## config.mk

```make
export PLATFORM = sky130hd
export DESIGN_NAME = fdcd_top
export DESIGN_NICKNAME = d
export VERILOG_FILES = /design/src/hdl/fdcd_pkg.sv /design/src/hdl/fdcd_top.sv
export SDC_FILE = /design/constraint.sdc
export NUM_CORES = 1
export LEC_CHECK = 0
export BUFFER_PORTS_ARGS = -buffer_cell sky130_fd_sc_hd__buf_2
export CAP_MARGIN = 30
export CORE_AREA = 2 2 97 146
export DETAILED_ROUTE_END_ITERATION = 10
export DIE_AREA = 0 0 99 148
export PLACE_DENSITY = 0.7
export SLEW_MARGIN = 20
export SYNTH_ARGS = -nofsm -noshare
export SYNTH_HDL_FRONTEND = slang
export SYNTH_SLANG_ARGS = --single-unit
```

## constraint.sdc

```tcl
create_clock -name clk_in -period 2.7 [get_ports clk_in]
set_input_delay 0.54 -clock clk_in [delete_from_list [all_inputs] [get_ports clk_in]]
set_output_delay 0.54 -clock clk_in [all_outputs]
set_load 0.02 [all_outputs]
```

## src/hdl/fdcd_pkg.sv

```systemverilog
// Package of constants for the fieldbus drive command decoder
`default_nettype none
package fdcd_pkg;
  // ==========================================================
  // Register map (byte addresses)
  localparam logic [7:0] ADDR_CTRL      = 8'h00;
  localparam logic [7:0] ADDR_STATUS    = 8'h04;
  localparam logic [7:0] ADDR_SETPOINT  = 8'h08;
  localparam logic [7:0] ADDR_RAMP      = 8'h0C;
  localparam logic [7:0] ADDR_SLAVE     = 8'h10;
  localparam logic [7:0] ADDR_IRQ_STAT  = 8'h14;
  localparam logic [7:0] ADDR_IRQ_EN    = 8'h18;
  localparam logic [7:0] ADDR_IRQ_CLR   = 8'h1C;
  localparam logic [7:0] ADDR_PARAM     = 8'h20;
  // ==========================================================
  // Control register fields
  localparam int CTRL_OPT_LSB    = 0;
  localparam int CTRL_PROG_EN    = 4;
  localparam int CTRL_FAULT_SET  = 5;
  localparam logic [3:0] OPT_BASIC      = 4'h0;
  localparam logic [3:0] OPT_RAPID      = 4'h7;
  localparam logic [3:0] OPT_ZERO_MIN   = 4'h8;
  localparam logic [3:0] OPT_LOW_TORQUE = 4'hA;
  localparam logic [3:0] OPT_NO_PHASE   = 4'hB;
  localparam logic [3:0] OPT_NO_SLIP    = 4'hE;
  // ==========================================================
  // Slave addressing
  localparam logic [4:0] SLAVE_ADDR_RESET = 5'h00;
  localparam logic [4:0] SLAVE_ADDR_MAX   = 5'h1F;
  // Profile code value is arbitrary
  localparam logic [7:0] PROFILE_CODE     = 8'h5A;
  // ==========================================================
  // Interrupt bits
  localparam int IRQ_FAULT  = 0;
  localparam int IRQ_RESET  = 1;
  localparam int IRQ_ADDR   = 2;
  localparam int IRQ_WIDTH  = 3;
  // ==========================================================
  // Setpoint units: 0.1 Hz, ramp units: 0.1 s
  localparam logic [3:0] SWITCH_MAX      = 4'hA;
  localparam logic [9:0] RAMP_STEP_HZ    = 10'h1F4;
  localparam logic [31:0] AXI_OKAY       = 32'h0;
  localparam logic [1:0] RESP_OKAY       = 2'h0;
  localparam logic [1:0] RESP_SLVERR     = 2'h2;
  typedef enum logic [1:0] {
    FDCD_DIR_STOP = 2'h0,
    FDCD_DIR_CW   = 2'h1,
    FDCD_DIR_CCW  = 2'h2
  } fdcd_dir_t;
endpackage : fdcd_pkg
`default_nettype wire

```

## src/hdl/fdcd_top.sv

```systemverilog
// Command, setpoint and option decoding for a fieldbus motor drive
`default_nettype none
module fdcd_top (
  input  wire logic        clk_in,
  input  wire logic        rst_in,
  input  wire logic [3:0]  master_out_bits_in,
  output logic      [3:0]  master_in_bits_out,
  input  wire logic [9:0]  potentiometer_speed_setpoint_in,
  input  wire logic [3:0]  second_speed_switch_in,
  input  wire logic [3:0]  ramp_time_switch_in,
  input  wire logic        supply_select_switch_in,
  input  wire logic        sensor_input_a_in,
  input  wire logic        sensor_input_b_in,
  input  wire logic        phase_loss_in,
  input  wire logic        drive_fault_in,
  input  wire logic        addr_assign_in,
  input  wire logic [4:0]  addr_assign_value_in,
  output logic [1:0]       direction_out,
  output logic             drive_enable_out,
  output logic [9:0]       speed_setpoint_out,
  output logic [6:0]       ramp_time_out,
  output logic             premag_enable_out,
  output logic             slip_comp_enable_out,
  output logic             reduced_torque_out,
  output logic             phase_monitor_enable_out,
  output logic             aux_supply_select_out,
  output logic             fault_out,
  output logic [4:0]       slave_addr_out,
  output logic             irq_out,
  input  wire logic [7:0]  s_axi_awaddr,
  input  wire logic        s_axi_awvalid,
  output logic             s_axi_awready,
  input  wire logic [31:0] s_axi_wdata,
  input  wire logic [3:0]  s_axi_wstrb,
  input  wire logic        s_axi_wvalid,
  output logic             s_axi_wready,
  output logic [1:0]       s_axi_bresp,
  output logic             s_axi_bvalid,
  input  wire logic        s_axi_bready,
  input  wire logic [7:0]  s_axi_araddr,
  input  wire logic        s_axi_arvalid,
  output logic             s_axi_arready,
  output logic [31:0]      s_axi_rdata,
  output logic [1:0]       s_axi_rresp,
  output logic             s_axi_rvalid,
  input  wire logic        s_axi_rready
);
  // ==========================================================
  // Decode tables
  function automatic logic [9:0] fdcd_speed(input logic [3:0] pos,
                                            input logic zero_min);
    unique case (pos)
      4'h0: fdcd_speed = zero_min ? 10'h000 : 10'h032;
      4'h1: fdcd_speed = 10'h046;
      4'h2: fdcd_speed = 10'h064;
      4'h3: fdcd_speed = 10'h096;
      4'h4: fdcd_speed = 10'h0C8;
      4'h5: fdcd_speed = 10'h0FA;
      4'h6: fdcd_speed = 10'h15E;
      4'h7: fdcd_speed = 10'h1F4;
      4'h8: fdcd_speed = 10'h258;
      4'h9: fdcd_speed = 10'h2BC;
      default: fdcd_speed = 10'h3E8;
    endcase
  endfunction : fdcd_speed

  function automatic logic [6:0] fdcd_ramp(input logic [3:0] pos);
    unique case (pos)
      4'h0: fdcd_ramp = 7'h01;
      4'h1: fdcd_ramp = 7'h02;
      4'h2: fdcd_ramp = 7'h03;
      4'h3: fdcd_ramp = 7'h05;
      4'h4: fdcd_ramp = 7'h07;
      4'h5: fdcd_ramp = 7'h0A;
      4'h6: fdcd_ramp = 7'h14;
      4'h7: fdcd_ramp = 7'h1E;
      4'h8: fdcd_ramp = 7'h32;
      4'h9: fdcd_ramp = 7'h46;
      default: fdcd_ramp = 7'h64;
    endcase
  endfunction : fdcd_ramp

  // ==========================================================
  // State
  localparam int IRQ_WIDTH_L = fdcd_pkg::IRQ_WIDTH;

  typedef struct packed {
    logic [3:0]  option;
    logic        prog_en;
    logic [3:0]  prog_data;
    logic [3:0]  param_bits;
    logic [4:0]  slave_addr;
    logic        bit3_prev;
    logic        fault;
    logic [IRQ_WIDTH_L-1:0] irq_stat;
    logic [IRQ_WIDTH_L-1:0] irq_en;
    logic [1:0]  dir;
    logic        enable;
    logic [9:0]  speed;
    logic [6:0]  ramp;
    logic        premag;
    logic        slip;
    logic        torque;
    logic        phase_mon;
    logic        aux;
    logic [3:0]  in_bits;
    logic        irq;
    logic        aw_got;
    logic [7:0]  aw_addr;
    logic        w_got;
    logic [31:0] w_data;
    logic [3:0]  w_strb;
    logic        bvalid;
    logic [1:0]  bresp;
    logic        rvalid;
    logic [31:0] rdata;
    logic [1:0]  rresp;
  } fdcd_state_t;

  fdcd_state_t st_ff;
  fdcd_state_t nxt_st;

  always_comb
  begin
    logic [3:0]  cmd;
    logic [2:0]  ev;
    logic        zero_min;
    logic        do_wr;
    logic [31:0] wd;
    cmd = 4'h0;
    ev = 3'h0;
    zero_min = 1'b0;
    do_wr = 1'b0;
    wd = 32'h0;
    nxt_st = st_ff;
    // Programmer overrides the master's data bits while connected
    cmd = st_ff.prog_en ? st_ff.prog_data : master_out_bits_in;
    // ========================================================
    // Command decode
    unique case (cmd[1:0])
      2'b01: nxt_st.dir = fdcd_pkg::FDCD_DIR_CW;
      2'b10: nxt_st.dir = fdcd_pkg::FDCD_DIR_CCW;
      default: nxt_st.dir = fdcd_pkg::FDCD_DIR_STOP;
    endcase
    nxt_st.bit3_prev = cmd[3];
    if (cmd[3] && !st_ff.bit3_prev && st_ff.fault)
    begin
      nxt_st.fault = 1'b0;
      ev[fdcd_pkg::IRQ_RESET] = 1'b1;
    end
    if (drive_fault_in ||
        (phase_loss_in && st_ff.option != fdcd_pkg::OPT_NO_PHASE))
    begin
      nxt_st.fault = 1'b1;
      ev[fdcd_pkg::IRQ_FAULT] = 1'b1;
    end
    nxt_st.enable = cmd[3] && !st_ff.fault;
    // ========================================================
    // Setpoint and options
    zero_min = st_ff.option == fdcd_pkg::OPT_ZERO_MIN ||
               st_ff.option == fdcd_pkg::OPT_LOW_TORQUE;
    nxt_st.speed = cmd[2] ? fdcd_speed(second_speed_switch_in, zero_min)
                          : potentiometer_speed_setpoint_in;
    nxt_st.ramp = fdcd_ramp(ramp_time_switch_in);
    nxt_st.premag = st_ff.option != fdcd_pkg::OPT_RAPID;
    nxt_st.slip = st_ff.option != fdcd_pkg::OPT_NO_SLIP;
    nxt_st.torque = st_ff.option == fdcd_pkg::OPT_LOW_TORQUE;
    nxt_st.phase_mon = st_ff.option != fdcd_pkg::OPT_NO_PHASE;
    nxt_st.aux = supply_select_switch_in;
    // Ready follows the fault flag in the same cycle
    nxt_st.in_bits = {sensor_input_b_in, sensor_input_a_in,
                      1'b0, !nxt_st.fault};
    // ========================================================
    // Master address assignment, only onto address 0
    if (addr_assign_in && st_ff.slave_addr == fdcd_pkg::SLAVE_ADDR_RESET &&
        addr_assign_value_in != fdcd_pkg::SLAVE_ADDR_RESET)
    begin
      nxt_st.slave_addr = addr_assign_value_in;
      ev[fdcd_pkg::IRQ_ADDR] = 1'b1;
    end
    // ========================================================
    // AXI4-Lite write
    if (s_axi_awvalid && !st_ff.aw_got && !st_ff.bvalid)
    begin
      nxt_st.aw_got = 1'b1;
      nxt_st.aw_addr = s_axi_awaddr;
    end
    if (s_axi_wvalid && !st_ff.w_got && !st_ff.bvalid)
    begin
      nxt_st.w_got = 1'b1;
      nxt_st.w_data = s_axi_wdata;
      nxt_st.w_strb = s_axi_wstrb;
    end
    if (st_ff.bvalid && s_axi_bready)
      nxt_st.bvalid = 1'b0;
    do_wr = st_ff.aw_got && st_ff.w_got;
    wd = st_ff.w_data;
    if (do_wr)
    begin
      nxt_st.aw_got = 1'b0;
      nxt_st.w_got = 1'b0;
      nxt_st.bvalid = 1'b1;
      nxt_st.bresp = fdcd_pkg::RESP_OKAY;
      unique case (st_ff.aw_addr)
        fdcd_pkg::ADDR_CTRL:
          if (st_ff.w_strb[0])
          begin
            nxt_st.option = wd[fdcd_pkg::CTRL_OPT_LSB +: 4];
            nxt_st.prog_en = wd[fdcd_pkg::CTRL_PROG_EN];
          end
        fdcd_pkg::ADDR_SLAVE:
          if (st_ff.w_strb[0] && wd[4:0] != fdcd_pkg::SLAVE_ADDR_RESET)
            nxt_st.slave_addr = wd[4:0];
        fdcd_pkg::ADDR_PARAM:
          if (st_ff.w_strb[0])
          begin
            nxt_st.prog_data = wd[3:0];
            nxt_st.param_bits = wd[7:4];
          end
        fdcd_pkg::ADDR_IRQ_EN:
          if (st_ff.w_strb[0])
            nxt_st.irq_en = wd[IRQ_WIDTH_L-1:0];
        fdcd_pkg::ADDR_IRQ_CLR:
          if (st_ff.w_strb[0])
            nxt_st.irq_stat = st_ff.irq_stat & ~wd[IRQ_WIDTH_L-1:0];
        fdcd_pkg::ADDR_STATUS, fdcd_pkg::ADDR_SETPOINT,
        fdcd_pkg::ADDR_RAMP, fdcd_pkg::ADDR_IRQ_STAT: ;
        default: nxt_st.bresp = fdcd_pkg::RESP_SLVERR;
      endcase
    end
    // Set wins over clear
    nxt_st.irq_stat = nxt_st.irq_stat | ev;
    nxt_st.irq = |(st_ff.irq_stat & st_ff.irq_en);
    // ========================================================
    // AXI4-Lite read
    if (st_ff.rvalid && s_axi_rready)
      nxt_st.rvalid = 1'b0;
    if (s_axi_arvalid && !st_ff.rvalid)
    begin
      nxt_st.rvalid = 1'b1;
      nxt_st.rresp = fdcd_pkg::RESP_OKAY;
      nxt_st.rdata = 32'h0;
      unique case (s_axi_araddr)
        fdcd_pkg::ADDR_CTRL:
          nxt_st.rdata = {26'h0, st_ff.fault, st_ff.prog_en, st_ff.option};
        fdcd_pkg::ADDR_STATUS:
          nxt_st.rdata = {20'h0, st_ff.aux, st_ff.enable, st_ff.dir,
                          st_ff.in_bits, cmd};
        fdcd_pkg::ADDR_SETPOINT: nxt_st.rdata = {22'h0, st_ff.speed};
        fdcd_pkg::ADDR_RAMP:     nxt_st.rdata = {25'h0, st_ff.ramp};
        fdcd_pkg::ADDR_SLAVE:
          nxt_st.rdata = {16'h0, fdcd_pkg::PROFILE_CODE,
                          3'h0, st_ff.slave_addr};
        fdcd_pkg::ADDR_IRQ_STAT:
          nxt_st.rdata = {29'h0, st_ff.irq_stat};
        fdcd_pkg::ADDR_IRQ_EN:
          nxt_st.rdata = {29'h0, st_ff.irq_en};
        fdcd_pkg::ADDR_PARAM:
          nxt_st.rdata = {24'h0, st_ff.param_bits, st_ff.prog_data};
        fdcd_pkg::ADDR_IRQ_CLR: ;
        default: nxt_st.rresp = fdcd_pkg::RESP_SLVERR;
      endcase
    end
  end

  always_ff @(posedge clk_in)
  begin
    if (rst_in)
    begin
      st_ff <= '0;
      st_ff.slave_addr <= fdcd_pkg::SLAVE_ADDR_RESET;
      st_ff.premag <= 1'b1;
      st_ff.slip <= 1'b1;
      st_ff.phase_mon <= 1'b1;
      // Ready from reset, as no fault is held
      st_ff.in_bits <= 4'h1;
    end
    else
      st_ff <= nxt_st;
  end

  // ==========================================================
  // Outputs straight from the state register, except the AXI readies, which are decoded from its bits
  assign master_in_bits_out       = st_ff.in_bits;
  assign direction_out            = st_ff.dir;
  assign drive_enable_out         = st_ff.enable;
  assign speed_setpoint_out       = st_ff.speed;
  assign ramp_time_out            = st_ff.ramp;
  assign premag_enable_out        = st_ff.premag;
  assign slip_comp_enable_out     = st_ff.slip;
  assign reduced_torque_out       = st_ff.torque;
  assign phase_monitor_enable_out = st_ff.phase_mon;
  assign aux_supply_select_out    = st_ff.aux;
  assign fault_out                = st_ff.fault;
  assign slave_addr_out           = st_ff.slave_addr;
  assign irq_out                  = st_ff.irq;
  assign s_axi_awready            = !st_ff.aw_got && !st_ff.bvalid;
  assign s_axi_wready             = !st_ff.w_got && !st_ff.bvalid;
  assign s_axi_bresp              = st_ff.bresp;
  assign s_axi_bvalid             = st_ff.bvalid;
  assign s_axi_arready            = !st_ff.rvalid;
  assign s_axi_rdata              = st_ff.rdata;
  assign s_axi_rresp              = st_ff.rresp;
  assign s_axi_rvalid             = st_ff.rvalid;
endmodule : fdcd_top
`default_nettype wire

```

==> impl_results.md, run 1 <==
* H-tree depth at 3
* Clk buf depth at 2
* R2R depth at 5
* Post-synthesis sequential area ratio at 39.8%
* Core Util, Final at 39.0%
* Post-Route WL at 11.7 mm
* Worst Setup SP: s_axi_araddr[1]
* Clock Latency Late Sink at 0.34 ns
* Routed wire per std cell at 15.3 um
* CTS-repair resized insts at 0
* 1st-pass router iterations at 4
* Synthesized area at 4580 um^2
* #FFs+latches synth at 91
* CP Capture Type: flip-flop
* Max-slew violations at 0
* CTS Buf Count at 9
* Critical path depth at 6
* Vias in the first global route at 3486
* Finished Layout Cells at 767
* Status: completed
* Crit-path max cell delay at 0.67 ns
* Dpl cells at 751
* Top-count cell post-synth: dfxtp_1
* Antenna violations before repair at 0
* DP Wirelength at 9.09 mm
* Final Cycle Share at 76.3%
* Clk sinks at 91
* Area growth syn-to-layout at 13.6%
* Largest area contributor in the netlist: dfxtp_1
* Worst r2r src: st_ff[76]$_SDFFE_PP0P_
* Die Footprint at 14700 um^2
* Via Count at 3817
* Ports at 169
* Slew margin rel. at 53.1%
* DRC viols at 0
* Via/cell ratio at 4.98
* Async SR Flop Fraction at 0%
* Min-Delay Path Class: input pin to flip-flop
* Post-synth top area share at 39.8%
* Layout cells sized above 1 at 27.1%
* Post-Syn Instances at 538
* Worst slew pin tran at 0.697 ns
* End point of the critical path: s_axi_rdata[7]$_SDFFE_PP0P_
* Postcts setup bufs at 0
* Iteration-0 DRC Markers at 198
* Yosys warns at 0
* Slack of the critical path at 0.641 ns
* Root Buffer: clkbuf_16
* Cell variety after synth at 65
* Crit path required time at 2.97 ns
* EDFF count, synth at 0
* Final GP Congestion at 0.884
* Worst-path cell chain: buf_2 > or4_1 > nor4b_1 > a32o_1 > o21ai_0 > a21oi_1
* Max Cap Viol at 0
* Clk slew on worst S/H paths at 0.07 ns
* DIE HEIGHT at 148 um
* Starting density of the core at 34.3%
* Slowest stage cell, crit path: or4_1
* Worst setup path class: input pin to flip-flop
* RR Endpoint: st_ff[138]$_SDFFE_PP0P_
* Reg-to-reg slack, setup at 0.67 ns
* Worst-case clock skew at 0.00864 ns
* Synth area leaders: dfxtp_1 (40%), buf_4 (10%), a21oi_1 (5.5%), nand2_1 (5.2%), nor2_1 (4.9%)
* Setup TNS at 0 ns
* Setup violations, final at 0
* Place WS at 0.324 ns
* Fmax achieved at 486 MHz
* Pin count of the biggest net entering global routing at 46
* Crit path DAT at 2.33 ns
* Synth Flop Type: dfxtp_1
* ANT cells at 0
* Fin crit period at 2.06 ns
* Final nets at 695
* Fin. Hold Viols at 0
* CP max FO at 6
* Grt ovf at 0
* Total GRT Usage at 15.8%
* Type of origin of the critical path: input pin
* P_leak at 2.23 nW
* Row count at 52
* PortBufs at 120
* Synth top cells by count: dfxtp_1 (91), buf_4 (64), nand2_1 (63)
* WP buf/inv at 1
* RSZ-0062 raised after global routing: false
* Power per cell area at 614 nW/um^2
* Cts hold-fix bufs at 0
* CP delay by family, top: simple AND/OR/NAND/NOR gates
* Area after DPL at 4890 um^2
* TritonCTS clock tree: yes
* Antenna viol nets, final at 0
* First-pass GRT wire length at 18.0 mm
* VDD IR max at 0.359 mV
* Die W at 99 um
* Total core area at 13300 um^2
* Final instance area at 5200 um^2
* Syn_area_per_cell at 8.51 um^2
## worst min-delay path by stage
stage	slack (ns)	depth (start not counted)	endpoint	from
finish	0.37	2	s_axi_rvalid$_SDFFE_PP0P_	s_axi_rready
global route	0.38	2	s_axi_rvalid$_SDFFE_PP0P_	s_axi_rready
CTS	0.37	2	s_axi_rvalid$_SDFFE_PP0P_	s_axi_rready
detailed placement	0.44	2	st_ff[81]$_SDFFE_PP0P_	st_ff[81]$_SDFFE_PP0P_
global placement	0.44	2	s_axi_rdata[10]$_SDFFE_PP0P_	s_axi_rdata[10]$_SDFFE_PP0P_
floorplan	0.41	1	slip_comp_enable_out$_SDFF_PP1_	st_ff[139]$_SDFFE_PP0P_
## cell families (layout without fill, tap and decap cells)
kind of cell | count (synthesis) | count (layout) | synth area share (%)
and+or+nand+nor | 196 | 196 | 21.2
AOI/OAI and AO/OA | 112 | 112 | 16.0
buffers and inverters | 103 | 150 | 14.2
DFF | 91 | 91 | 39.8
muxes | 30 | 30 | 7.52
adders and majority gates | 3 | 3 | 0.820
xor gates and xnor gates | 2 | 2 | 0.383
other | 1 | 21 | 0.0819
## sequential cells by signal (all words and copies together), names as in the netlist, 2 cells and up
register / flops
st_ff: 39
ramp_time_out: 7
s_axi_rdata: 13
direction_out: 2
speed_setpoint_out: 10
slave_addr_out: 5
master_in_bits_out: 3
## power breakdown
| part | switching [W] | internal (W) | total [W] |
|---|---|---|---|
| logic | 0.000269 | 0.000160 | 0.000428 |
| registers | 0.0000619 | 0.00140 | 0.00147 |
| clock network | 0.000528 | 0.000770 | 0.00130 |
| total | 0.000859 | 0.00233 | 0.00319 |
## cell usage in the layout, fill, tap and decap left out, types with 3 or more instances in the layout
cell type	synthesis	layout
mux2_2	5	5
a211oi_1	9	9
a2bb2oi_1	3	3
a22oi_1	4	4
nand3b_1	6	6
nor2_1	60	60
buf_4	64	4
mux4_2	3	3
nand3_1	7	7
a221oi_1	6	6
mux2i_1	22	22
nor2b_1	8	8
nor4_1	3	3
a21oi_1	50	50
clkbuf_16	0	9
and2_1	4	4
buf_2	4	120
or4_1	4	4
inv_1	9	9
o21ai_1	3	3
conb_1	1	21
dfxtp_1	91	91
ha_1	3	3
o21ai_0	13	13
nand2_1	63	63
nor3b_1	4	4
nor3_1	11	11
nand2b_1	7	7
## routing by layer
metal  wire length, um  global-route usage (%)  part of all wire [%]
met1              4680                    17.8                    40
met3               630                    3.31                   5.4
met5                 0                       0                     0
met4               233                    5.62                   2.0
met2              6170                    28.9                    53
## stage by stage
step	hold WS, ns	total power [W]
final	0.374	0.00319
after global routing	0.378	0.00332
after CTS	0.365	0.00322
after detailed placement	0.445	0.00193
after global placement	0.438	0.00192
after floorplan	0.408	0.00183
## worst register-to-register path: cells and delay by family (launching register included)
family	cells	cell delay, ns
and+or+nand+nor	4	1.36
DFF	1	0.31
muxes	1	0.23
## area by class of cell
type | instances | area, um^2
clock buffer | 11 | 253
clock inverter | 5 | 58.8
fill | 1388 | 8140
inverter | 9 | 33.8
multi-input combinational | 364 | 2180
sequential | 91 | 1820
tap | 162 | 203
timing repair buffer | 125 | 651
Note: power is estimated with default switching activity, not from simulation.
==> run 2: changes to the inputs <==
Settings changed: PLACE_DENSITY 0.7 to 0.72.
Clock period 2.7 ns to 1.73 ns, I/O delays scaled along.
==> run 2 against run 1 <==
  * Worst hold slack worse by 0.18 ns
  * The flow now finishes with violations (negative setup slack)
  * Largest cell class unchanged
  * Highest routed layer unchanged
  * Wire length up 5.0%
  * Sequential cell count unchanged
  * Non-clock buffer count grew 36
  * Sequential share of layout area is 2.1 points lower
  * Via count is 4.6% higher
==> impl_results.md, run 2 (synthesis results as in run 1) <==
* Status: finished, violations left
* Failing checks: negative setup slack
* Max-slew violations at 0 (unchanged)
* Worst slew pin tran at 0.648 ns (-0.0489 ns)
* PortBufs at 120 (unchanged)
* Via/cell ratio at 4.97 (-0.13%)
* Routed wire per std cell at 15.3 um (+0.29%)
* 1st-pass router iterations at 5 (+1)
* VDD IR max at 0.553 mV (+54%)
* Die Footprint at 14700 um^2 (unchanged)
* Max reg flops at 39 (unchanged)
* Worst-case clock skew at 0.00558 ns (-0.00306 ns)
* CP max FO at 6 (unchanged)
* Total core area at 13300 um^2 (unchanged)
* Die W at 99 um (unchanged)
* Crit path required time at 1.94 ns (-1.03 ns)
* Fillcell total at 1342 (-3.3%)
* Hold_ws at 0.193 ns (-0.181 ns)
* Antenna violations before repair at 0 (unchanged)
* DP Wirelength at 9.65 mm (+6.2%)
* Post-Route WL at 12.3 mm (+5.0%)
* Hold path start: s_axi_rready
* Layout cells sized above 1 at 32.8% (+5.7 points)
* Worst Hold Path EP: s_axi_rvalid$_SDFFE_PP0P_
* Iteration-0 DRC Markers at 173 (-13%)
* DRC viols at 0 (unchanged)
* Clk sinks at 91 (unchanged)
* Pin count of the biggest net entering global routing at 34 (-26%)
* Root Buffer: clkbuf_16
* Power per cell area at 909 nW/um^2 (+48%)
* Cts hold-fix bufs at 0 (unchanged)
* DIE HEIGHT at 148 um (unchanged)
* R2R depth at 6 (+1)
* First-pass GRT wire length at 19.0 mm (+5.9%)
* CTS Buf Count at 9 (unchanged)
* RSZ-0062 raised after global routing: true
* Crit path DAT at 1.96 ns (-0.37 ns)
* Clk buf depth at 2 (unchanged)
* H-tree depth at 3 (unchanged)
* Reg-to-reg slack, setup at -0.02 ns (-0.69 ns)
* Row count at 52 (unchanged)
* Antenna viol nets, final at 0 (unchanged)
* Final Cycle Share at 101%
* Worst r2r src: st_ff[75]$_SDFFE_PP0P_
* Ports at 169 (unchanged)
* Commonest cells after routing, fill and taps aside: buf_2 (119), dfxtp_1 (90), nand2_1 (63)
* Worst setup path class: flip-flop to flip-flop
* Final nets at 731 (+5.2%)
* Clk slew on worst S/H paths at 0.07 ns (about the same)
* Fin. Hold Viols at 0 (unchanged)
* RR Endpoint: slave_addr_out[2]$_SDFF_PP0_
* Vias in the first global route at 3843 (+10%)
* Slew margin rel. at 56.8% (+3.7 points)
* Slack of the critical path at -0.0181 ns (-0.659 ns)
* CP Capture Type: flip-flop
* Fmax achieved at 572 MHz
* Commonest non-fill, non-tap cell in the layout: buf_2
* Via Count at 3991 (+4.6%)
* Starting density of the core at 34.3% (unchanged)
* Max Cap Viol at 0 (unchanged)
* ANT cells at 0 (unchanged)
* Final GP Congestion at 0.898 (+1.6%)
* Area growth syn-to-layout at 21.0%
* Min-Delay Path Class: input pin to flip-flop
* Setup TNS at -0.0269 ns (-0.0269 ns)
* Fin crit period at 1.75 ns
* Most flops, register: st_ff
* Type of origin of the critical path: flip-flop
* Worst hold stages at 2 (unchanged)
* TritonCTS clock tree: yes
* P_leak at 2.44 nW (+9.1%)
* Clock Latency Late Sink at 0.34 ns (about the same)
* Total GRT Usage at 16.5% (+0.73 points)
* Setup violations, final at 3 (+3)
* Grt ovf at 0 (unchanged)
==> run 2: area by class of cell <==
class	count	area, um^2	share of cell area (%)
Multi-Input combinational cell	364	2230	40.3
Tap cell	162	203	3.66
Clock buffer	9	225	4.07
Timing Repair Buffer	161	943	17.0
Inverter	9	33.8	0.610
Clock inverter	7	76.3	1.38
Sequential cell	91	1820	32.9
==> run 2: timing repair <==
item / CTS / global route
setup buffers: 1 / 0
pin swaps: 1 / 0
setup endpoints to repair: 5 / 23
gates resized for setup: 2 / 9
==> run 2: power breakdown <==
group	internal, W	leakage, nW	switching, W
Clock	0.00113	0.148	0.000859
Sequential	0.00219	0.746	0.0000783
Combinational	0.000303	1.55	0.000467
==> run 2: per-layer routing <==
metal	track usage (%)	vias to the layer above	share of wire (%)
met5	0	-	0
met4	8.01	0	3.8
met3	3.88	32	5.5
met2	30.8	137	54
met1	16.9	1841	36
li1	-	1981	-
==> run 2: critical path: stages, from the launching register on <==
cell,delay (ns)
dfxtp_2,0.32
or4_4,0.58
nor4_2,0.23
buf_4,0.18
o21ai_2,0.10
nor2_1,0.15
a211oi_2,0.06
==> run 2: per-stage QoR <==
stage               setup slack (ns)  util [%]  area [um^2]  power (W)  instances
floorplan                     -0.156         -         4670    0.00287        558
global placement              -0.258      38.8         5170    0.00306        786
detailed placement            -0.252      38.8         5170    0.00308        786
CTS                         -0.00693      41.2         5490    0.00507        803
global route                 -0.0881      41.5         5540    0.00525        803
finish                       -0.0181      41.5         5540    0.00503        803
==> run 2: worst max path at each step <==
stage / start / to / depth (start not counted)
after floorplan: s_axi_araddr[1] / s_axi_rdata[9]$_SDFFE_PP0P_ / 6
after global placement: s_axi_araddr[1] / s_axi_rdata[7]$_SDFFE_PP0P_ / 8
after detailed placement: s_axi_araddr[1] / s_axi_rdata[7]$_SDFFE_PP0P_ / 8
after CTS: st_ff[75]$_SDFFE_PP0P_ / st_ff[135]$_SDFFE_PP0P_ / 6
after global routing: st_ff[75]$_SDFFE_PP0P_ / slave_addr_out[2]$_SDFF_PP0_ / 6
final: st_ff[75]$_SDFFE_PP0P_ / slave_addr_out[2]$_SDFF_PP0_ / 6
